### config.mk
export PLATFORM = sky130hd
export DESIGN_NAME = fcel_fault_unit
export DESIGN_NICKNAME = d
export VERILOG_FILES = /design/src/verilog/fcel_pkg.sv /design/src/verilog/fcel_classify.sv /design/src/verilog/fcel_arbiter.sv /design/src/verilog/fcel_fault_unit.sv
export SDC_FILE = /design/constraint.sdc
export NUM_CORES = 1
export LEC_CHECK = 0
export ABC_AREA = 1
export BUFFER_PORTS_ARGS = -buffer_cell sky130_fd_sc_hd__buf_2
export CAP_MARGIN = 20
export CORE_MARGIN = 3
export CORE_UTILIZATION = 55
export DETAILED_ROUTE_END_ITERATION = 10
export GPL_TIMING_DRIVEN = 0
export PLACE_DENSITY = 0.77
export SLEW_MARGIN = 5
export SYNTH_ARGS = -nofsm -noshare
export SYNTH_HDL_FRONTEND = slang
export SYNTH_SLANG_ARGS = --single-unit
### constraint.sdc
create_clock -name pclk -period 6.3 [get_ports pclk]
set_clock_uncertainty 0.15 [all_clocks]
set_input_delay 0 -clock pclk [delete_from_list [all_inputs] [get_ports pclk]]
set_output_delay 0 -clock pclk [all_outputs]
set_load 0.01 [all_outputs]
### src/verilog/fcel_pkg.sv
// Constants, field layouts and types shared by the fault unit files
package fcel_pkg;

  // Register byte offsets on the APB window
  localparam logic [7:0] OFF_HARD  = 8'h00;
  localparam logic [7:0] OFF_PROT  = 8'h04;
  localparam logic [7:0] OFF_BUS   = 8'h08;
  localparam logic [7:0] OFF_USAGE = 8'h0C;
  localparam logic [7:0] OFF_PADDR = 8'h10;
  localparam logic [7:0] OFF_BADDR = 8'h14;
  localparam logic [7:0] OFF_PRI   = 8'h18;
  localparam logic [7:0] OFF_CTRL  = 8'h1C;
  localparam logic [7:0] OFF_STAT  = 8'h20;

  // Cause flag positions inside the 16-bit cause registers
  localparam logic [3:0] HB_VECTOR_READ_ERROR_FLAG    = 4'h0;
  localparam logic [3:0] HB_ESC     = 4'h1;
  localparam logic [3:0] PB_FETCH   = 4'h0;
  localparam logic [3:0] PB_DATA    = 4'h1;
  localparam logic [3:0] PB_POP     = 4'h3;
  localparam logic [3:0] PB_PUSH    = 4'h4;
  localparam logic [3:0] BB_PREF    = 4'h0;
  localparam logic [3:0] BB_EXACT   = 4'h1;
  localparam logic [3:0] BB_INEXACT = 4'h2;
  localparam logic [3:0] BB_POP     = 4'h3;
  localparam logic [3:0] BB_PUSH    = 4'h4;
  localparam logic [3:0] UB_BAD_OPCODE_FLAG   = 4'h0;
  localparam logic [3:0] UB_STATE   = 4'h1;
  localparam logic [3:0] UB_RET     = 4'h2;
  localparam logic [3:0] UB_COPROC  = 4'h3;
  localparam logic [3:0] UB_MISALIGNED_ACCESS_FLAG = 4'h8;
  localparam logic [3:0] UB_ZERO_DIVISOR_FLAG    = 4'h9;
  localparam logic [3:0] AB_VALID   = 4'h7;

  // Status register fields, control fields and reset values
  localparam int         ST_LOCK  = 0;
  localparam int         ST_LNMI  = 1;
  localparam int         ST_PEND  = 8;
  localparam int         CT_MEM   = 0;
  localparam int         CT_BUS   = 1;
  localparam int         CT_USAGE = 2;
  localparam logic [2:0]  CTRL_RST = 3'h0;
  localparam logic [23:0] PRI_RST  = 24'h000000;

  // Exception numbers of the entries the unit arbitrates
  localparam logic [7:0] EXC_NONE  = 8'h00;
  localparam logic [7:0] EXC_NMI   = 8'h02;
  localparam logic [7:0] EXC_HARD  = 8'h03;
  localparam logic [7:0] EXC_MEM   = 8'h04;
  localparam logic [7:0] EXC_BUS   = 8'h05;
  localparam logic [7:0] EXC_USAGE = 8'h06;
  localparam int         N_EXC     = 5;

  typedef enum logic [4:0] {
    FC_NONE      = 5'h00, FC_VEC_RD    = 5'h01, FC_MPU_FETCH = 5'h02,
    FC_XN_FETCH  = 5'h03, FC_MPU_DATA  = 5'h04, FC_MPU_PUSH  = 5'h05,
    FC_MPU_POP   = 5'h06, FC_BUS_PUSH  = 5'h07, FC_BUS_POP   = 5'h08,
    FC_BUS_PREF  = 5'h09, FC_BUS_EXACT = 5'h0A, FC_BUS_INEX  = 5'h0B,
    FC_COPROC    = 5'h0C, FC_BAD_OPCODE_FLAG     = 5'h0D, FC_BAD_ISA   = 5'h0E,
    FC_BAD_CONT  = 5'h0F, FC_BAD_BRAN  = 5'h10, FC_BAD_RET   = 5'h11,
    FC_MISALIGNED_ACCESS_FLAG   = 5'h12, FC_ZERO_DIVISOR_FLAG      = 5'h13
  } fcel_cause_t;

  typedef enum logic [1:0] {
    FT_HARD = 2'h0, FT_MEM = 2'h1, FT_BUS = 2'h2, FT_USAGE = 2'h3
  } fcel_ftype_t;

  typedef enum logic [1:0] {
    LK_RUN = 2'h0, LK_HF = 2'h1, LK_NMI = 2'h2
  } fcel_lock_t;

endpackage

### src/verilog/fcel_classify.sv
// Sorts a detected error into its fault type and cause flag position
`timescale 1ns/100ps
module fcel_classify import fcel_pkg::*; (
  input  fcel_cause_t cause,
  output fcel_ftype_t ftype,
  output logic [3:0]  bitn,
  output logic        has_addr
);

  always_comb begin
    ftype    = FT_HARD;
    bitn     = HB_VECTOR_READ_ERROR_FLAG;
    has_addr = 1'b0;
    unique case (cause)
      FC_VEC_RD:    begin ftype = FT_HARD;  bitn = HB_VECTOR_READ_ERROR_FLAG;    end
      // No-execute fetches fault even with protection switched off
      FC_MPU_FETCH, FC_XN_FETCH:
                    begin ftype = FT_MEM;   bitn = PB_FETCH;   end
      FC_MPU_DATA:  begin ftype = FT_MEM;   bitn = PB_DATA;  has_addr = 1'b1; end
      FC_MPU_PUSH:  begin ftype = FT_MEM;   bitn = PB_PUSH;    end
      FC_MPU_POP:   begin ftype = FT_MEM;   bitn = PB_POP;     end
      FC_BUS_PUSH:  begin ftype = FT_BUS;   bitn = BB_PUSH;    end
      FC_BUS_POP:   begin ftype = FT_BUS;   bitn = BB_POP;     end
      FC_BUS_PREF:  begin ftype = FT_BUS;   bitn = BB_PREF;    end
      FC_BUS_EXACT: begin ftype = FT_BUS;   bitn = BB_EXACT; has_addr = 1'b1; end
      FC_BUS_INEX:  begin ftype = FT_BUS;   bitn = BB_INEXACT; end
      FC_COPROC:    begin ftype = FT_USAGE; bitn = UB_COPROC;  end
      FC_BAD_OPCODE_FLAG:     begin ftype = FT_USAGE; bitn = UB_BAD_OPCODE_FLAG;   end
      FC_BAD_ISA, FC_BAD_CONT, FC_BAD_BRAN:
                    begin ftype = FT_USAGE; bitn = UB_STATE;   end
      FC_BAD_RET:   begin ftype = FT_USAGE; bitn = UB_RET;     end
      FC_MISALIGNED_ACCESS_FLAG:   begin ftype = FT_USAGE; bitn = UB_MISALIGNED_ACCESS_FLAG; end
      FC_ZERO_DIVISOR_FLAG:      begin ftype = FT_USAGE; bitn = UB_ZERO_DIVISOR_FLAG;    end
      default:      begin ftype = FT_HARD;  bitn = HB_VECTOR_READ_ERROR_FLAG;    end
    endcase
  end

endmodule

### src/verilog/fcel_arbiter.sv
// Picks the pending entry to take next and checks it may preempt
`timescale 1ns/100ps
module fcel_arbiter import fcel_pkg::*; #(
  parameter int N  = 5,
  parameter int EW = 10
) (
  input  wire logic          pclk,
  input  wire logic          presetn,
  input  wire logic [N-1:0]  pend,
  input  wire logic [N*EW-1:0] pri,
  input  wire logic [EW-1:0] cur,
  output logic               win,
  output logic [2:0]         idx
);

  logic [EW-1:0] best;
  logic          any;

  // Walking down with <= leaves the lowest index on a priority tie
  always_comb begin
    best = '1;
    any  = 1'b0;
    idx  = 3'h0;
    for (int i = N - 1; i >= 0; i--) begin
      if (pend[i] && (!any || pri[i*EW +: EW] <= best)) begin
        best = pri[i*EW +: EW];
        idx  = 3'(i);
        any  = 1'b1;
      end
    end
    win = any && (best < cur);
  end
endmodule

### src/verilog/fcel_fault_unit.sv
// Fault classification, escalation, lockup and APB register file
// Operation
// - vector read bus error gives hard fault
// - escalation sets escalated flag
// - fetch violation or no-execute gives protection fault
// - data access violation gives protection fault
// - push and pop violations set separate flags
// - push and pop bus errors set separate flags
// - prefetch bus error sets its flag
// - data bus error exact or inexact flag
// - each usage fault cause has own flag, except bad instruction set, continuation and branch share one
// - bad instruction set or continuation return
// - no-execute fetch and bad branch fault
// - configurable priorities and per-handler enables
// - fault in same kind handler escalates
// - fault not above current priority escalates
// - disabled handler fault escalates
// - bus push error entering bus handler stays
// - hard fault fixed just below NMI
// - capture address for data protection and exact bus faults
// - hard fault in NMI or hard handler locks
// - lockup left only by reset or NMI
// - lockup from NMI handler needs reset
// - ties go to lowest number, no preemption
//
// Design decisions made here: the register offsets and the APB interface to the registers.
`timescale 1ns/100ps
module fcel_fault_unit import fcel_pkg::*; #(
  parameter int PRI_W = 8
) (
  input  wire logic        pclk,
  input  wire logic        presetn,
  input  wire logic        psel,
  input  wire logic        penable,
  input  wire logic        pwrite,
  input  wire logic [7:0]  paddr,
  input  wire logic [31:0] pwdata,
  output logic [31:0]      prdata,
  output logic             pready,
  output logic             pslverr,
  input  fcel_cause_t      fault_cause,
  input  wire logic [31:0] fault_addr,
  input  wire logic        fault_addr_ok,
  input  wire logic        bus_entry_push,
  input  wire logic [7:0]  cur_exc,
  input  wire logic [PRI_W-1:0] exc_pri,
  input  wire logic        nmi_req,
  output logic             exc_take,
  output logic [7:0]       exc_num,
  output logic             lockup
);

  localparam int EW = PRI_W + 2;
  localparam logic [EW-1:0] NMI_EFF    = '0;
  localparam logic [EW-1:0] HARD_EFF   = EW'(1);
  localparam logic [EW-1:0] THREAD_EFF = '1;

  // Configurable levels sit below the two fixed ones
  function automatic logic [EW-1:0] eff(input logic [PRI_W-1:0] p);
    return EW'(p) + EW'(2);
  endfunction

  logic [15:0]      hard_cause_reg_r;
  logic [15:0]      protection_fault_cause_reg_r;
  logic [15:0]      bus_fault_cause_reg_r;
  logic [15:0]      usage_fault_cause_reg_r;
  logic [31:0]      protection_fault_addr_reg_r;
  logic [31:0]      bus_fault_addr_reg_r;
  logic [3*PRI_W-1:0] system_handler_priority_reg_r;
  logic [2:0]       system_handler_control_reg_r;
  logic [N_EXC-1:0] pend_r;
  logic [N_EXC-1:0] pend_nxt;
  fcel_lock_t       lock_r;
  logic             exc_take_r;
  logic [7:0]       exc_num_r;
  logic [31:0]      prdata_r;

  fcel_ftype_t      ftype;
  logic [3:0]       bitn;
  logic             has_addr;
  logic             ev;
  logic             cfg;
  logic             t_en;
  logic [PRI_W-1:0] t_pri;
  logic [EW-1:0]    cur_eff;
  logic             no_esc;
  logic             esc;
  logic             hard_now;
  logic             lock_go;
  logic             wr;
  logic             hit;
  logic [15:0]      set_vec;
  logic             arb_win;
  logic [2:0]       arb_idx;
  logic             take_now;
  logic [31:0]      rd_mux;
  logic [N_EXC-1:0] type_bit;

  fcel_classify u_classify (
    .cause    (fault_cause),
    .ftype    (ftype),
    .bitn     (bitn),
    .has_addr (has_addr)
  );

  assign ev      = (fault_cause != FC_NONE);
  assign cfg     = (ftype != FT_HARD);
  assign set_vec = 16'h0001 << bitn;
  // Pending slots run NMI, hard, mem, bus, usage, so a type sits one above its code
  assign type_bit = N_EXC'(1) << (3'(ftype) + 3'h1);

  // Priority and enable of the configurable type hit by this event
  always_comb begin
    t_pri = system_handler_priority_reg_r[0 +: PRI_W];
    t_en  = system_handler_control_reg_r[CT_MEM];
    unique case (ftype)
      FT_BUS: begin
        t_pri = system_handler_priority_reg_r[PRI_W +: PRI_W];
        t_en  = system_handler_control_reg_r[CT_BUS];
      end
      FT_USAGE: begin
        t_pri = system_handler_priority_reg_r[2*PRI_W +: PRI_W];
        t_en  = system_handler_control_reg_r[CT_USAGE];
      end
      default: begin
        t_pri = system_handler_priority_reg_r[0 +: PRI_W];
        t_en  = system_handler_control_reg_r[CT_MEM];
      end
    endcase
  end

  always_comb begin
    case (cur_exc)
      EXC_NONE:  cur_eff = THREAD_EFF;
      EXC_NMI:   cur_eff = NMI_EFF;
      EXC_HARD:  cur_eff = HARD_EFF;
      EXC_MEM:   cur_eff = eff(system_handler_priority_reg_r[0 +: PRI_W]);
      EXC_BUS:   cur_eff = eff(system_handler_priority_reg_r[PRI_W +: PRI_W]);
      EXC_USAGE: cur_eff = eff(system_handler_priority_reg_r[2*PRI_W +: PRI_W]);
      default:   cur_eff = eff(exc_pri);
    endcase
  end

  // A same-kind fault inside its own handler has equal priority,
  // so the >= test also covers the self-fault case
  assign no_esc   = (fault_cause == FC_BUS_PUSH) && bus_entry_push;
  assign esc      = ev && cfg && !no_esc
                    && (!t_en || eff(t_pri) >= cur_eff);
  assign hard_now = ev && (!cfg || esc);
  assign lock_go  = hard_now && (lock_r == LK_RUN)
                    && (cur_exc == EXC_NMI || cur_exc == EXC_HARD);

  // APB: zero wait states, read data latched in the setup cycle
  assign wr = psel && penable && pwrite;

  always_comb begin
    hit    = 1'b1;
    rd_mux = 32'h00000000;
    case (paddr)
      OFF_HARD:  rd_mux = {16'h0000, hard_cause_reg_r};
      OFF_PROT:  rd_mux = {16'h0000, protection_fault_cause_reg_r};
      OFF_BUS:   rd_mux = {16'h0000, bus_fault_cause_reg_r};
      OFF_USAGE: rd_mux = {16'h0000, usage_fault_cause_reg_r};
      OFF_PADDR: rd_mux = protection_fault_addr_reg_r;
      OFF_BADDR: rd_mux = bus_fault_addr_reg_r;
      OFF_PRI:   rd_mux = 32'(system_handler_priority_reg_r);
      OFF_CTRL:  rd_mux = 32'(system_handler_control_reg_r);
      OFF_STAT: begin
        rd_mux[ST_LOCK]             = (lock_r != LK_RUN);
        rd_mux[ST_LNMI]             = (lock_r == LK_NMI);
        rd_mux[ST_PEND +: N_EXC]    = pend_r;
      end
      default:   hit = 1'b0;
    endcase
  end

  assign pready  = 1'b1;
  assign pslverr = psel && penable && !hit;
  assign prdata  = prdata_r;

  always_ff @(posedge pclk or negedge presetn) begin
    if (!presetn) begin
      prdata_r <= 32'h00000000;
    end else if (psel && !penable) begin
      prdata_r <= rd_mux;
    end
  end

  always_ff @(posedge pclk or negedge presetn) begin
    if (!presetn) begin
      system_handler_priority_reg_r <= (3*PRI_W)'(PRI_RST);
      system_handler_control_reg_r  <= CTRL_RST;
    end else if (wr) begin
      if (paddr == OFF_PRI) begin
        system_handler_priority_reg_r <= pwdata[3*PRI_W-1:0];
      end
      if (paddr == OFF_CTRL) begin
        system_handler_control_reg_r <= pwdata[2:0];
      end
    end
  end

  // Cause flags: write one to clear, a new event in the same cycle wins
  always_ff @(posedge pclk or negedge presetn) begin
    if (!presetn) begin
      hard_cause_reg_r <= 16'h0000;
    end else begin
      hard_cause_reg_r <= (hard_cause_reg_r
                           & ~((wr && paddr == OFF_HARD) ? pwdata[15:0] : 16'h0000))
                          | ((ev && !cfg) ? set_vec : 16'h0000)
                          | (esc ? (16'h0001 << HB_ESC) : 16'h0000);
    end
  end

  always_ff @(posedge pclk or negedge presetn) begin
    if (!presetn) begin
      protection_fault_cause_reg_r <= 16'h0000;
      protection_fault_addr_reg_r  <= 32'h00000000;
    end else begin
      protection_fault_cause_reg_r <= (protection_fault_cause_reg_r
          & ~((wr && paddr == OFF_PROT) ? pwdata[15:0] : 16'h0000))
          | ((ev && ftype == FT_MEM) ? set_vec : 16'h0000)
          | ((ev && ftype == FT_MEM && has_addr && fault_addr_ok)
             ? (16'h0001 << AB_VALID) : 16'h0000);
      if (ev && ftype == FT_MEM && has_addr && fault_addr_ok) begin
        protection_fault_addr_reg_r <= fault_addr;
      end
    end
  end

  always_ff @(posedge pclk or negedge presetn) begin
    if (!presetn) begin
      bus_fault_cause_reg_r <= 16'h0000;
      bus_fault_addr_reg_r  <= 32'h00000000;
    end else begin
      bus_fault_cause_reg_r <= (bus_fault_cause_reg_r
          & ~((wr && paddr == OFF_BUS) ? pwdata[15:0] : 16'h0000))
          | ((ev && ftype == FT_BUS) ? set_vec : 16'h0000)
          | ((ev && ftype == FT_BUS && has_addr && fault_addr_ok)
             ? (16'h0001 << AB_VALID) : 16'h0000);
      if (ev && ftype == FT_BUS && has_addr && fault_addr_ok) begin
        bus_fault_addr_reg_r <= fault_addr;
      end
    end
  end

  always_ff @(posedge pclk or negedge presetn) begin
    if (!presetn) begin
      usage_fault_cause_reg_r <= 16'h0000;
    end else begin
      usage_fault_cause_reg_r <= (usage_fault_cause_reg_r
          & ~((wr && paddr == OFF_USAGE) ? pwdata[15:0] : 16'h0000))
          | ((ev && ftype == FT_USAGE) ? set_vec : 16'h0000);
    end
  end

  // Lockup: no entries are taken; an NMI frees only a hard-fault lockup
  always_ff @(posedge pclk or negedge presetn) begin
    if (!presetn) begin
      lock_r <= LK_RUN;
    end else begin
      unique case (lock_r)
        LK_RUN: begin
          if (lock_go) begin
            lock_r <= (cur_exc == EXC_NMI) ? LK_NMI : LK_HF;
          end
        end
        LK_HF: begin
          if (nmi_req) begin
            lock_r <= LK_RUN;
          end
        end
        LK_NMI:  lock_r <= LK_NMI;
        default: lock_r <= LK_RUN;
      endcase
    end
  end

  fcel_arbiter #(.N(N_EXC), .EW(EW)) u_arbiter (
    .pclk    (pclk),
    .presetn (presetn),
    .pend    (pend_r),
    .pri     ({eff(system_handler_priority_reg_r[2*PRI_W +: PRI_W]),
                eff(system_handler_priority_reg_r[PRI_W +: PRI_W]),
                eff(system_handler_priority_reg_r[0 +: PRI_W]),
                HARD_EFF, NMI_EFF}),
    .cur     (cur_eff),
    .win     (arb_win),
    .idx     (arb_idx)
  );

  // One take per two cycles gives the pipeline time to update cur_exc
  assign take_now = arb_win && !exc_take_r && (lock_r == LK_RUN);

  always_comb begin
    pend_nxt = pend_r;
    if (take_now) begin
      pend_nxt[arb_idx] = 1'b0;
    end
    if (nmi_req) begin
      pend_nxt[0] = 1'b1;
    end
    if (hard_now && !lock_go && lock_r == LK_RUN) begin
      pend_nxt[1] = 1'b1;
    end
    if (ev && cfg && !esc && !no_esc) begin
      pend_nxt[3'(ftype) + 3'h1] = 1'b1;
    end
  end

  always_ff @(posedge pclk or negedge presetn) begin
    if (!presetn) begin
      pend_r     <= '0;
      exc_take_r <= 1'b0;
      exc_num_r  <= EXC_NONE;
    end else begin
      pend_r     <= pend_nxt;
      exc_take_r <= take_now;
      if (take_now) begin
        exc_num_r <= EXC_NMI + 8'(arb_idx);
      end
    end
  end

  assign exc_take = exc_take_r;
  assign exc_num  = exc_num_r;
  assign lockup   = (lock_r != LK_RUN);
endmodule

==> flow_summary.yaml <==
outcome:
  status: "finished with violations"
  violations: "negative hold slack"
critical_path:
  cp.arrival_ns: 6.04
  cp.required_ns: 6.47
  cp_common_cell: "nand2_1"
  crit_path_top_delay_cell: "dfrtp_2"
  worst_path_largest_cell_delay_ns: 0.43
  critical_path_class: "reg -> reg"
  critPathLaunchType: "flop"
  crit_path_end_kind: "flop"
  critPathMaxFanout: 10
floorplan:
  fp.coreArea_um2: 19600
  die_area_um2: 21800
  io_pins: 145
  die_w_um: 148
  die_h_um: 148
  row_count: 51
  start_util_pct: 56.4
finish:
  finish.utilization_pct: 70.0
  area_growth_pct: 24.0
  num_antenna_cells: 0
  design_area_um2: 13700
  final_nets: 1783
  drive_gt1_share_pct: 15.1
  final_cell_count_no_fill: 1915
drt:
  drt_iter0_drc: 1177
  vias: 11058
  via_per_inst: 5.77
  wirelength_um: 36300
  ant_nets: 0
  wl_per_cell_um: 18.9
  drc: 0
  first_pass_iters: 6
sta:
  setup_viol: 0
  final-hold-violation-count: 7
  final.period_utilization_pct: 93.2
  setup_tns_ns: 0
  slew_headroom_pct: 32.6
  fin_hold_ws_ns: -0.0442
  max_freq_ghz: 0.170
  fin_crit_ns: 5.87
  slew_viol_final: 0
  tightest_slew_ns: 1.00
yosys:
  synth.top_cell.area_share_pct: 45.1
  ys.flop_type: "dfrtp_1"
  synthArstFlopShare_pct: 100
  synth_edf_count: 0
  yosys_warnings: 0
  synth_seq_cells: 199
  yosys.area.top_type: "dfrtp_1"
  synth_cell_type_count: 52
  synth_area_leaders: "dfrtp_1 (45%), nand2_1 (11%), inv_1 (7.8%), o21ai_0 (7.8%), ha_1 (5.1%)"
  yosysSeqAreaShare_pct: 45.1
  syn_area_um2: 11100
  syn_avg_cell_area_um2: 7.95
  synth_cells: 1391
power_and_ir_drop:
  clock_power_share_pct: 36.1
  switching_share_pct: 31.6
  pwr-share-comb_pct: 19.0
  p_int_mw: 2.21
  p_leak_nw: 7.24
  ir_drop_mv: 0.186
  switchingPower_mw: 1.02
  p_per_area_nw_per_um2: 236
  pwr-share-seq_pct: 44.9
grt:
  track_usage_pct: 33.5
  grt_pass1_vias: 10587
  grt_max_degree: 121
  antenna_found_initial: 0
  grt_pass1_wl_um: 57000
  grt-ovfl-total: 0
placed_design:
  portBuffers: 130
  dp_hpwl_um: 25900
  placed_area_um2: 12100
  routabilityCongestion: 0.999
  place_inst: 1791
clock_network:
  cts_made_buffers: 17
  clockBufferDepth: 2
  cts_tree: "built"
  path_clk_slew_ns: 0.09
  cts.sinks: 199
  worstSkewPairLatency_ns: 0.45
  cts_root_buf: "clkbuf_16"
  htreeDepth: 4
job:
  cap_violations: 0
worst_hold_path:
  hold_class: "in -> async"
[cells in the final DEF, fill, tap and decap left out, drive strengths merged, types with 26 or more instances in the layout]
| cell type | count |
|---|---|
| ha | 45 |
| nand3 | 53 |
| o22ai | 35 |
| clkbuf | 57 |
| dlygate4sd3 | 76 |
| nor2 | 79 |
| buf | 159 |
| nor3 | 26 |
| o21ai | 177 |
| nand2 | 322 |
| a21oi | 28 |
| dfrtp | 199 |
| inv | 240 |
[registers in the layout, summed over array words and instances (netlist names)]
signal / cells
exc_take: 1
system_handler_control_reg_r: 3
protection_fault_addr_reg_r: 32
bus_fault_addr_reg_r: 32
hard_cause_reg_r: 16
exc_num: 4
system_handler_priority_reg_r: 24
prdata: 32
pend_r: 5
bus_fault_cause_reg_r: 16
usage_fault_cause_reg_r: 16
lock_r: 2
protection_fault_cause_reg_r: 16
[power groups by stage]
stage          registers, mW  clock network [mW]  logic [mW]
5_1_grt                 1.46                1.22       0.683
4_1_cts                 1.45                1.17       0.579
6_report                1.45                1.17       0.615
3_3_place_gp            1.47                   0       0.514
3_5_place_dp            1.47                   0       0.530
2_1_floorplan           1.46                   0       0.353
[metal layers]
| metal | GRT usage, % | routed length [µm] | vias up |
|---|---|---|---|
| met2 | 54.4 | 17200 | 599 |
| li1 | - | - | 5058 |
| met3 | 4.90 | 2780 | 135 |
| met5 | 0 | 0 | - |
| met4 | 15.1 | 1880 | 0 |
| met1 | 44.9 | 14400 | 5266 |
[worst max-delay path: cells and delay by family, from the launching register on]
family,cells,cell delay [ns]
XOR/XNOR,1,0.27
flip-flops,1,0.43
buffers and inverters,4,0.49
adder cells (fa/ha/maj),4,1.09
AND/OR/NAND/NOR,23,2.42
AO/OA/AOI/OAI,6,0.86
[worst paths after layout]
check,cells after the start,start,slack [ns],end
worst max-delay path,38,system_handler_priority_reg_r[10]$_DFFE_PN0P_,0.43,exc_num[1]$_DFFE_PN0N_
worst min-delay path,2,presetn,-0.04,lock_r[1]$_DFFE_PN0P_
worst max register to register,38,system_handler_priority_reg_r[10]$_DFFE_PN0P_,0.43,exc_num[1]$_DFFE_PN0N_
worst min register to register,2,prdata[28]$_DFFE_PN0P_,0.33,prdata[28]$_DFFE_PN0P_
max in group asynchronous,3,presetn,5.04,bus_fault_addr_reg_r[7]$_DFFE_PN0P_
min in group pclk,6,cur_exc[2],0.02,lock_r[0]$_DFFE_PN0P_
[per-stage QoR]
step / hold WS [ns] / power (mW) / setup slack, ns
5_1_grt: 0.0199 / 3.36 / -0.0858
3_3_place_gp: 0.0734 / 1.98 / -0.303
2_1_floorplan: -0.446 / 1.81 / 0.705
4_1_cts: 0.00230 / 3.19 / 0.00854
6_report: -0.0442 / 3.24 / 0.427
3_5_place_dp: -0.134 / 2.00 / -0.409
[cell type report]
type / instances / area [µm²]
buffer: 51 / 235
timing repair buffer: 224 / 1570
tap: 265 / 332
clock buffer: 17 / 425
fill: 1547 / 5880
clock inverter: 15 / 198
multi-input combinational: 909 / 5070
inverter: 235 / 890
sequential: 199 / 4990
[repair_timing]
| action | in CTS | in global routing |
|---|---|---|
| pin swaps | 1 | 10 |
| resized for setup | 2 | 28 |
| setup buffers | 2 | 14 |
| setup endpoints to repair | 10 | 10 |
| hold endpoints to repair | 287 | 0 |
| hold buffers | 76 | 0 |
| cloned | 0 | 0 |
[cell usage after synthesis (4+ instances only)]
master     count
a211oi_1       4
a21o_1         7
a21oi_1       28
a221oi_1      14
a22o_1         5
a31oi_1        4
a32o_1        10
and2_1         5
buf_4          5
clkbuf_1      40
dfrtp_1      199
ha_1          45
inv_1        230
mux2_2        18
nand2_1      314
nand2_2        5
nand3_1       53
nand4_1       11
nor2_1        77
nor3_1        25
nor4_1         6
o2111ai_1      6
o21ai_0      172
o221ai_1       5
o22ai_1       35
o31ai_1        4
xor2_1        19
[logic make-up (layout without fill, tap and decap cells)]
family,Yosys count,after routing,synth area share (%)
DFF,199,199,45.1
other,2,5,0.0680
xor gates and xnor gates,20,20,1.58
adders and majority gates,45,45,5.09
AOI/OAI and AO/OA,313,313,16.9
and+or+nand+nor,508,508,19.3
buffers and inverters,286,542,10.2
muxes,18,18,1.83
No activity file was read; power rests on OpenSTA's default activity.
